===== config.mk =====
export PLATFORM = sky130hd
export DESIGN_NAME = fpu_context_status_regs
export DESIGN_NICKNAME = d
export VERILOG_FILES = /design/src/shared/fp_regs_pkg.sv /design/src/fp_sticky_flags.sv /design/src/fpu_context_status_regs.sv
export SDC_FILE = /design/constraint.sdc
export NUM_CORES = 1
export LEC_CHECK = 0
export BUFFER_PORTS_ARGS = -buffer_cell sky130_fd_sc_hd__buf_4
export CAP_MARGIN = 25
export CORE_MARGIN = 2
export CORE_UTILIZATION = 50
export DETAILED_ROUTE_END_ITERATION = 10
export GPL_TIMING_DRIVEN = 0
export PLACE_DENSITY = 0.83
export SYNTH_ARGS = -nofsm -noshare
export SYNTH_HDL_FRONTEND = slang
export SYNTH_SLANG_ARGS = --single-unit

===== constraint.sdc =====
create_clock -name i_sys_clk -period 2.1 [get_ports i_sys_clk]
set_input_delay 0 -clock i_sys_clk [delete_from_list [all_inputs] [get_ports i_sys_clk]]
set_output_delay 0 -clock i_sys_clk [all_outputs]
set_load 0.02 [all_outputs]

===== src/shared/fp_regs_pkg.sv =====
package fp_regs_pkg;

  // Memory-mapped addresses of the two context registers.
  localparam logic [31:0] CTX_CTRL_ADDR = 32'he000ef34;
  localparam logic [31:0] CTX_ADDR_ADDR = 32'he000ef38;

  // Reset values.
  localparam logic [31:0] CTX_CTRL_RESET = 32'hc0000000;
  localparam logic [31:0] CTX_ADDR_RESET = 32'h00000000;
  localparam logic [31:0] STATUS_RESET = 32'h00000000;

  // Context control field positions.
  localparam int CC_AUTO_PRESERVE = 31;
  localparam int CC_LAZY_ENABLE = 30;
  localparam int CC_MON_OK = 8;
  localparam int CC_BUS_FAULT_OK = 6;
  localparam int CC_MEM_FAULT_OK = 5;
  localparam int CC_HARD_FAULT_OK = 4;
  localparam int CC_THREAD = 3;
  localparam int CC_USER = 1;
  localparam int CC_LAZY_ACTIVE = 0;

  // Context address field.
  localparam int CA_ADDR_LSB = 3;
  localparam int CA_ADDR_W = 29;

  // Status/control field positions.
  localparam int SC_NZCV_LSB = 28;
  localparam int SC_ALT_HALF = 26;
  localparam int SC_DEFAULT_NAN = 25;
  localparam int SC_FLUSH = 24;
  localparam int SC_ROUND_LSB = 22;
  localparam int SC_IDC = 7;
  localparam int SC_IXC = 4;
  localparam int SC_UFC = 3;
  localparam int SC_OFC = 2;
  localparam int SC_DZC = 1;
  localparam int SC_IOC = 0;

  // Packed exception flag vector order: {idc, ixc, ufc, ofc, dzc, ioc}.
  localparam int FLAG_N = 6;

  typedef enum logic [1:0] {
    ROUND_NEAREST,
    ROUND_PLUS_INF,
    ROUND_MINUS_INF,
    ROUND_ZERO
  } rounding_t;

  typedef enum {
    RESP_IDLE,
    RESP_READ
  } resp_state_t;

endpackage


===== src/fp_sticky_flags.sv =====
`timescale 1ns/1ps
module fp_sticky_flags (
  input wire logic i_sys_clk,
  input wire logic i_rstn,
  input wire logic [fp_regs_pkg::FLAG_N-1:0] i_raise,
  input wire logic i_wr,
  input wire logic [fp_regs_pkg::FLAG_N-1:0] i_wr_data,
  output logic [fp_regs_pkg::FLAG_N-1:0] o_flags
);
  import fp_regs_pkg::*;

  typedef struct packed {
    logic [FLAG_N-1:0] flags;
  } sticky_state_t;

  sticky_state_t state;
  sticky_state_t next_state;

  // A write stores the written value, but an exception raised in the same
  // cycle still lands, so a clearing write never hides a fresh event.
  always_comb begin
    next_state = state;
    if (i_wr) begin
      next_state.flags = i_wr_data;
    end
    next_state.flags = next_state.flags | i_raise;
  end

  always_ff @(posedge i_sys_clk or negedge i_rstn) begin
    if (!i_rstn) begin
      state <= '0;
    end else begin
      state <= next_state;
    end
  end

  assign o_flags = state.flags;

endmodule // fp_sticky_flags


===== src/fpu_context_status_regs.sv =====
`timescale 1ns/1ps
// Functional notes
// With auto-preserve enabled, an FP instruction sets the context-active flag.
// Lazy-preserve enable selects lazy state preservation; zero disables it.
// Frame allocation records in bit 8 if the debug monitor could pend.
// Frame allocation records in bit 6 if bus fault could pend.
// Frame allocation records in bit 5 if memory fault could pend.
// Frame allocation records in bit 4 if hard fault could pend.
// Frame allocation records in bit 3 whether the core was in thread mode.
// Frame allocation records in bit 1 whether execution was unprivileged.
// Bit 0 reads one while a reserved frame awaits its deferred save.
// Context address bits 31:3 hold the reserved frame space address.
// Context address bits 2:0 read zero and ignore writes.
// FP compares update the N, Z, C, V flags in bits 31:28.
// Status bit 26 picks IEEE or alternative half-precision format.
// Status bit 25 set makes NaN inputs return the default NaN.
// Status bit 24 set enables flush-to-zero; clear means full IEEE.
// Bits 23:22 pick nearest, plus infinity, minus infinity or zero rounding.
// Each cumulative flag sets on its exception and holds until written zero.
// Flags sit at 7 denormal, 4 inexact, 3 under, 2 over, 1 div0, 0 invalid.
// Status register is reached only by move instructions with the FPU enabled.
// Lazy-active clears once the deferred state is written to the frame.
module fpu_context_status_regs (
  input wire logic i_sys_clk,
  input wire logic i_rstn,
  // Memory-mapped access to the two context registers.
  input wire logic i_reg_rd,
  input wire logic i_reg_wr,
  input wire logic [31:0] i_reg_addr,
  input wire logic [31:0] i_reg_wdata,
  input wire logic i_reg_priv,
  output logic o_reg_rvalid,
  output logic [31:0] o_reg_rdata,
  output logic o_reg_err,
  // Move-to and move-from instructions for the status/control register.
  input wire logic i_fpu_enabled,
  input wire logic i_status_rd,
  input wire logic i_status_wr,
  input wire logic [31:0] i_status_wdata,
  output logic o_status_rvalid,
  output logic [31:0] o_status_rdata,
  output logic o_status_err,
  // Pipeline events.
  input wire logic i_fp_instr_exec,
  input wire logic i_cmp_valid,
  input wire logic [3:0] i_cmp_nzcv,
  input wire logic [fp_regs_pkg::FLAG_N-1:0] i_exc_raise,
  // Exception entry: stack frame allocation and later deferred save.
  input wire logic i_frame_alloc,
  input wire logic [31:0] i_frame_addr,
  input wire logic i_debug_monitor_pend_ok,
  input wire logic i_bus_fault_pend_ok,
  input wire logic i_mem_fault_pend_ok,
  input wire logic i_hard_fault_pend_ok,
  input wire logic i_thread_mode,
  input wire logic i_user_level,
  input wire logic i_lazy_save_done,
  // Controls towards the datapath and the core.
  output logic o_fp_context_active_flag,
  output logic o_auto_preserve_enable,
  output logic o_lazy_preserve_enable,
  output logic o_lazy_preserve_active,
  output logic o_alt_half_format,
  output logic o_default_nan_mode,
  output logic o_flush_denormals,
  output logic [1:0] o_rounding_select,
  output logic [3:0] o_nzcv
);
  import fp_regs_pkg::*;

  typedef struct packed {
    logic auto_preserve_enable;
    logic lazy_preserve_enable;
    logic debug_monitor_pend_ok;
    logic bus_fault_pend_ok;
    logic mem_fault_pend_ok;
    logic hard_fault_pend_ok;
    logic thread_mode;
    logic user_level;
    logic lazy_preserve_active;
    logic [CA_ADDR_W-1:0] context_addr;
    logic [3:0] nzcv;
    logic alt_half_format;
    logic default_nan_mode;
    logic flush_denormals;
    logic [1:0] rounding_select;
    logic fp_context_active_flag;
    resp_state_t reg_resp;
    logic [31:0] reg_rdata;
    logic reg_err;
    logic status_rvalid;
    logic [31:0] status_rdata;
    logic status_err;
  } regs_state_t;

  regs_state_t state;
  regs_state_t next_state;

  logic [FLAG_N-1:0] flags;
  logic flags_wr;
  logic [FLAG_N-1:0] flags_wdata;
  logic ctrl_hit;
  logic addr_hit;
  logic reg_ok;
  logic status_ok;
  logic [31:0] ctrl_view;
  logic [31:0] addr_view;
  logic [31:0] status_view;

  // Packs the cumulative flag vector into its bit places of the status word.
  function automatic logic [31:0] place_flags(input logic [FLAG_N-1:0] f);
    logic [31:0] w;
    w = '0;
    w[SC_IDC] = f[5];
    w[SC_IXC] = f[4];
    w[SC_UFC] = f[3];
    w[SC_OFC] = f[2];
    w[SC_DZC] = f[1];
    w[SC_IOC] = f[0];
    return w;
  endfunction

  // Inverse of place_flags; also used for writes.
  function automatic logic [FLAG_N-1:0] pick_flags(input logic [31:0] w);
    return {w[SC_IDC], w[SC_IXC], w[SC_UFC], w[SC_OFC], w[SC_DZC], w[SC_IOC]};
  endfunction

  assign ctrl_hit = i_reg_addr == CTX_CTRL_ADDR;
  assign addr_hit = i_reg_addr == CTX_ADDR_ADDR;

  // Both context registers are privileged; an unprivileged access is
  // refused with an error instead of silently succeeding.
  assign reg_ok = i_reg_priv && (ctrl_hit || addr_hit);

  // No memory-mapped path reaches the status register at all.
  assign status_ok = i_fpu_enabled;

  always_comb begin
    ctrl_view = '0;
    ctrl_view[CC_AUTO_PRESERVE] = state.auto_preserve_enable;
    ctrl_view[CC_LAZY_ENABLE] = state.lazy_preserve_enable;
    ctrl_view[CC_MON_OK] = state.debug_monitor_pend_ok;
    ctrl_view[CC_BUS_FAULT_OK] = state.bus_fault_pend_ok;
    ctrl_view[CC_MEM_FAULT_OK] = state.mem_fault_pend_ok;
    ctrl_view[CC_HARD_FAULT_OK] = state.hard_fault_pend_ok;
    ctrl_view[CC_THREAD] = state.thread_mode;
    ctrl_view[CC_USER] = state.user_level;
    ctrl_view[CC_LAZY_ACTIVE] = state.lazy_preserve_active;
  end

  always_comb begin
    addr_view = '0;
    addr_view[31:CA_ADDR_LSB] = state.context_addr;
  end

  always_comb begin
    status_view = place_flags(flags);
    status_view[31:SC_NZCV_LSB] = state.nzcv;
    status_view[SC_ALT_HALF] = state.alt_half_format;
    status_view[SC_DEFAULT_NAN] = state.default_nan_mode;
    status_view[SC_FLUSH] = state.flush_denormals;
    status_view[SC_ROUND_LSB+1:SC_ROUND_LSB] = state.rounding_select;
  end

  assign flags_wr = i_status_wr && status_ok;
  assign flags_wdata = pick_flags(i_status_wdata);

  always_comb begin
    next_state = state;

    // Software writes to the context control register.
    if (i_reg_wr && reg_ok && ctrl_hit) begin
      next_state.auto_preserve_enable = i_reg_wdata[CC_AUTO_PRESERVE];
      next_state.lazy_preserve_enable = i_reg_wdata[CC_LAZY_ENABLE];
      next_state.debug_monitor_pend_ok = i_reg_wdata[CC_MON_OK];
      next_state.bus_fault_pend_ok = i_reg_wdata[CC_BUS_FAULT_OK];
      next_state.mem_fault_pend_ok = i_reg_wdata[CC_MEM_FAULT_OK];
      next_state.hard_fault_pend_ok = i_reg_wdata[CC_HARD_FAULT_OK];
      next_state.thread_mode = i_reg_wdata[CC_THREAD];
      next_state.user_level = i_reg_wdata[CC_USER];
      next_state.lazy_preserve_active = i_reg_wdata[CC_LAZY_ACTIVE];
    end

    // Low three address bits are not stored, so they stay zero.
    if (i_reg_wr && reg_ok && addr_hit) begin
      next_state.context_addr = i_reg_wdata[31:CA_ADDR_LSB];
    end

    // Deferred save done: the reserved frame space is now filled.
    if (i_lazy_save_done) begin
      next_state.lazy_preserve_active = 1'b0;
    end

    // Frame allocation takes priority over a software write or a save
    // completion in the same cycle, so a new reservation is never lost.
    if (i_frame_alloc) begin
      next_state.debug_monitor_pend_ok = i_debug_monitor_pend_ok;
      next_state.bus_fault_pend_ok = i_bus_fault_pend_ok;
      next_state.mem_fault_pend_ok = i_mem_fault_pend_ok;
      next_state.hard_fault_pend_ok = i_hard_fault_pend_ok;
      next_state.thread_mode = i_thread_mode;
      next_state.user_level = i_user_level;
      next_state.context_addr = i_frame_addr[31:CA_ADDR_LSB];
      next_state.lazy_preserve_active = state.lazy_preserve_enable;
    end

    // The core clears its own context-active flag on exception return;
    // this block only produces the set request.
    next_state.fp_context_active_flag = i_fp_instr_exec && state.auto_preserve_enable;

    // Move-to from software.
    if (flags_wr) begin
      next_state.nzcv = i_status_wdata[31:SC_NZCV_LSB];
      next_state.alt_half_format = i_status_wdata[SC_ALT_HALF];
      next_state.default_nan_mode = i_status_wdata[SC_DEFAULT_NAN];
      next_state.flush_denormals = i_status_wdata[SC_FLUSH];
      next_state.rounding_select = i_status_wdata[SC_ROUND_LSB+1:SC_ROUND_LSB];
    end

    // A compare retiring with a write lands last, keeping its result.
    if (i_cmp_valid) begin
      next_state.nzcv = i_cmp_nzcv;
    end

    // Context register read response, one cycle after the request.
    next_state.reg_resp = RESP_IDLE;
    next_state.reg_err = 1'b0;
    next_state.reg_rdata = '0;
    if (i_reg_rd || i_reg_wr) begin
      next_state.reg_err = !reg_ok;
    end
    if (i_reg_rd) begin
      next_state.reg_resp = RESP_READ;
      if (reg_ok) begin
        next_state.reg_rdata = ctrl_hit ? ctrl_view : addr_view;
      end
    end

    // Status register move-from; refused while the FPU is disabled.
    next_state.status_rvalid = i_status_rd && status_ok;
    next_state.status_err = (i_status_rd || i_status_wr) && !status_ok;
    next_state.status_rdata = '0;
    if (i_status_rd && status_ok) begin
      next_state.status_rdata = status_view;
    end
  end

  always_ff @(posedge i_sys_clk or negedge i_rstn) begin
    if (!i_rstn) begin
      state <= '0;
      state.auto_preserve_enable <= CTX_CTRL_RESET[CC_AUTO_PRESERVE];
      state.lazy_preserve_enable <= CTX_CTRL_RESET[CC_LAZY_ENABLE];
      state.context_addr <= CTX_ADDR_RESET[31:CA_ADDR_LSB];
      state.nzcv <= STATUS_RESET[31:SC_NZCV_LSB];
      state.rounding_select <= STATUS_RESET[SC_ROUND_LSB+1:SC_ROUND_LSB];
      state.reg_resp <= RESP_IDLE;
    end else begin
      state <= next_state;
    end
  end

  // Cumulative exception flags live in their own sticky block.
  fp_sticky_flags u_flags (
    .i_sys_clk(i_sys_clk),
    .i_rstn(i_rstn),
    .i_raise(i_exc_raise),
    .i_wr(flags_wr),
    .i_wr_data(flags_wdata),
    .o_flags(flags)
  );

  always_comb begin
    case (state.reg_resp)
      RESP_READ: o_reg_rvalid = 1'b1;
      default: o_reg_rvalid = 1'b0;
    endcase
  end

  assign o_reg_rdata = state.reg_rdata;
  assign o_reg_err = state.reg_err;
  assign o_status_rvalid = state.status_rvalid;
  assign o_status_rdata = state.status_rdata;
  assign o_status_err = state.status_err;

  assign o_fp_context_active_flag = state.fp_context_active_flag;
  assign o_auto_preserve_enable = state.auto_preserve_enable;
  assign o_lazy_preserve_enable = state.lazy_preserve_enable;
  assign o_lazy_preserve_active = state.lazy_preserve_active;
  assign o_alt_half_format = state.alt_half_format;
  assign o_default_nan_mode = state.default_nan_mode;
  assign o_flush_denormals = state.flush_denormals;
  assign o_rounding_select = state.rounding_select;
  assign o_nzcv = state.nzcv;

endmodule // fpu_context_status_regs


==> results.sh <==
export IMPL_run_status="finished, final reports clean"
export IMPL_die_w_um=101
export IMPL_worst_slew_pin_transition_ns=0.677
export IMPL_maxCapViolations=0
export IMPL_met1_usage_pct=38.2
export IMPL_initial_antenna_violation_count=0
export IMPL_critical_path_required_ns=2.36
export IMPL_clk_pin_slew_ns=0.10
export IMPL_worst_ep_arrival_time_ns=2.33
export IMPL_synth_seq_area_share_pct=55.0
export IMPL_fin_ws_ns=0.0320
export IMPL_fp_dieArea_um2=10300
export IMPL_drt_wl_total_mm=16.7
export IMPL_grt_util_all_layers_pct=31.5
export IMPL_max_slew_margin_pct=54.8
export IMPL_hold_depth=3
export IMPL_globalRoute_totalOverflow=0
export IMPL_post_cts_repair_setup_buffers=0
export IMPL_fp_dieH_um=101
export IMPL_irDropWorstVdd_mv=0.333
export IMPL_total_switching_power_mw=1.24
export IMPL_tritonroute_pass_1_iters=8
export IMPL_clkSinkCount=104
export IMPL_max_slew_violations=0
export IMPL_ffs_latches_synth=104
export IMPL_seq_power_share_pct=50.0
export IMPL_yosys_area_share_adder_pct=0
export IMPL_worst_r2r_cell_count=3
export IMPL_finalCriticalPeriod_ns=2.07
export IMPL_cts_root_buf="clkbuf_8"
export IMPL_synthXorXnorAreaFrac_pct=0.185
export IMPL_yosys_area_share_simple_pct=21.6
export IMPL_wl_per_cell_um=18.9
export IMPL_final_setup_viol_count=0
export IMPL_leakage_nw=3.69
export IMPL_clock_tree_buffer_depth=2
export IMPL_busiest_layer="met2"
export IMPL_floorplan_initialDensity_pct=51.5
export IMPL_synthMostInstantiatedCell="dfrtp_1"
export IMPL_synth_top_family_by_area="simple AND/OR/NAND/NOR gates"
export IMPL_switching_share_pct=28.4
export IMPL_yosysWarningCount=0
export IMPL_synth_compound_area_share_pct=13.6
export IMPL_synth_top_cell_area_share_pct=53.9
export IMPL_first_global_vias=4982
export IMPL_via_per_inst=5.85
export IMPL_io_buffer_count=197
export IMPL_insertion_delay_ns=0.38
export IMPL_pwr_share_clk_pct=29.0
export IMPL_maximum_number_of_pins_on_one_net_before_global_route_repair=55
export IMPL_placed_cells_incl_taps=759
export IMPL_vias_post_dr=5161
export IMPL_fmaxAchievable_ghz=0.484
export IMPL_num_rows=35
export IMPL_path_max_fanout=10
export IMPL_critical_path_class="in2reg"
export IMPL_grt_util_met3_pct=6.49
export IMPL_cp_start_kind="input port"
export IMPL_tritoncts="yes"
export IMPL_worst_hold_slack_ns=0.0639
export IMPL_finish_net_count=922
export IMPL_synth_common_cells="102 x dfrtp_1, 43 x nand4_1, 37 x nor2_1"
export IMPL_drt_first_iter_violations=396
export IMPL_timing_clock_skew_ns=0.0158
export IMPL_drtAntennaViolNets=0
export IMPL_synth_area_mux_share_pct=2.51
export IMPL_total_power_mw=4.36
export IMPL_num_io_pins=237
export IMPL_globalplace_congestion=0.880
export IMPL_clock_tree_htree_level_count=3
export IMPL_place_worst_setup_slack_ns=0.382
export IMPL_post_synth_cell_area_avg_um2=10.9
export IMPL_unrepaired_setup_endpoints_after_global_routing="yes"
export IMPL_syn_to_final_growth_pct=63.8
export IMPL_grtUsageMet2_pct=54.5
export IMPL_hold_path_class="in2reg"
export IMPL_cell_count_after_synthesis=433
export IMPL_synthDominantAreaCellType="dfrtp_1"
export IMPL_cts_buffers_inserted=9
export IMPL_synth_edf_count=0
export IMPL_netlist_area_um2=4730
export IMPL_async_set_or_reset_register_ratio_after_synthesis_pct=100
export IMPL_critical_path_endpoint_type="register"
export IMPL_ys_dominant_reg_cell="dfrtp_1"
export IMPL_placeableCoreArea_um2=9200
export IMPL_layout_cells_non_filler=882
export IMPL_timing_final_crit_share_pct=98.5
export IMPL_post_synth_main_area_contributors="dfrtp_1 54%, nand4_1 5.7%, o31ai_1 5.4%, a31oi_1 4.6%, buf_4 3.8%"
export IMPL_netlist_cell_type_count=40
export IMPL_post_route_drc_violation_count=0
export IMPL_power_density_nw_per_um2=563
export IMPL_finalHoldViolations=0
export IMPL_layout_drive_gt1_share_pct=35.8
export IMPL_power_share_combinational_pct=21.0
export IMPL_grt_pass1_wl_mm=24.9
export IMPL_antennaDiodeCount=0
export IMPL_place_hpwl_mm=10.3
export IMPL_internal_power_mw=3.12
-- layout make-up --
cell class                      count  area, um^2
Timing Repair Buffer              305        2580
Fill cell                         472        1450
Clock buffer                       10         138
Multi-Input combinational cell    285        1890
Sequential cell                   104        2610
Buffer                             56         320
Inverter                            5        18.8
Tap cell                          111         139
Clock inverter                      6        61.3
-- worst max-delay path, stage by stage --
cell           delay [ns]
buf_4                0.09
dlygate4sd3_1        0.54
inv_1                0.07
or2_2                0.31
buf_4                0.18
buf_4                0.19
o31ai_1              0.25
a31oi_1              0.12
dlygate4sd3_1        0.56
-- sequential cells by signal, summed over array words and instances, names as in the netlist, 2 cells and up --
signal,count
o_reg_rdata,31
addr_view,29
o_status_rdata,15
ctrl_view,6
u_flags.o_flags,6
o_nzcv,4
o_rounding_select,2
-- power groups by stage --
| stage | clock network (mW) | registers (mW) | logic [mW] |
|---|---|---|---|
| after floorplan | 0 | 2.25 | 0.247 |
| after global placement | 0 | 2.20 | 0.656 |
| after detailed placement | 0 | 2.21 | 0.677 |
| after CTS | 1.26 | 2.17 | 0.875 |
| after global routing | 1.34 | 2.19 | 0.971 |
| final | 1.26 | 2.18 | 0.917 |
-- path summary, 6_finish.rpt --
kind                           startpoint                      to  slack [ns]
max                              i_reg_wr           addr_view[26]        0.03
min                        i_reg_wdata[0]  o_lazy_preserve_active        0.06
max reg2reg                     o_nzcv[0]               o_nzcv[0]        0.69
min reg2reg                 addr_view[23]         o_reg_rdata[23]        0.49
max in group asynchronous          i_rstn  o_auto_preserve_enable        1.16
min in group asynchronous          i_rstn      o_status_rdata[23]        0.19
-- cell usage in the layout (no fill, tap or decap), drive strengths merged --
| master | n |
|---|---|
| a21oi | 7 |
| and2 | 26 |
| a221o | 1 |
| and4bb | 3 |
| nor4 | 5 |
| mux2i | 4 |
| clkinv | 3 |
| dfrtp | 102 |
| nor2 | 37 |
| nor3b | 1 |
| nor4b | 1 |
| nand2 | 7 |
| inv | 8 |
| a211o | 6 |
| a32oi | 1 |
| conb | 18 |
| and4b | 2 |
| o31ai | 34 |
| o311ai | 1 |
| nor2b | 2 |
| or2 | 1 |
| and3 | 22 |
| xor2 | 1 |
| and4 | 3 |
| dlygate4sd3 | 107 |
| buf | 233 |
| a31oi | 35 |
| or3 | 1 |
| o21ai | 11 |
| nand2b | 1 |
| dfstp | 2 |
| mux2 | 7 |
| clkbuf | 31 |
| nor3 | 1 |
| nand4 | 46 |
-- logic make-up (layout without fill, tap and decap cells) --
group | count (synthesis) | count (layout)
DFF | 104 | 104
other | 1 | 18
muxes | 11 | 11
and+or+nand+nor | 159 | 159
AOI/OAI and AO/OA | 96 | 96
xor gates and xnor gates | 1 | 1
buffers and inverters | 61 | 382
-- repair_timing --
item,CTS,global route
endpoints found under the hold margin,122,0
hold buffers,107,0
setup endpoints to repair,0,18
resized for setup,0,18
-- metal layers --
layer / vias up / share of wire [%]
met5: - / 0
met4: 0 / 3.1
met3: 68 / 9.8
met2: 391 / 50
met1: 2459 / 37
li1: 2243 / -
-- stage by stage --
step / TNS [ns] / cell area (um^2) / util (%)
finish: 0 / 7750 / 84.3
global route: -0.287 / 7750 / 84.3
CTS: 0 / 7710 / 83.9
detailed placement: 0 / 6440 / 70.1
global placement: 0 / 6410 / 69.8
floorplan: 0 / 4800 / -
(Power assumes the default switching activity.)
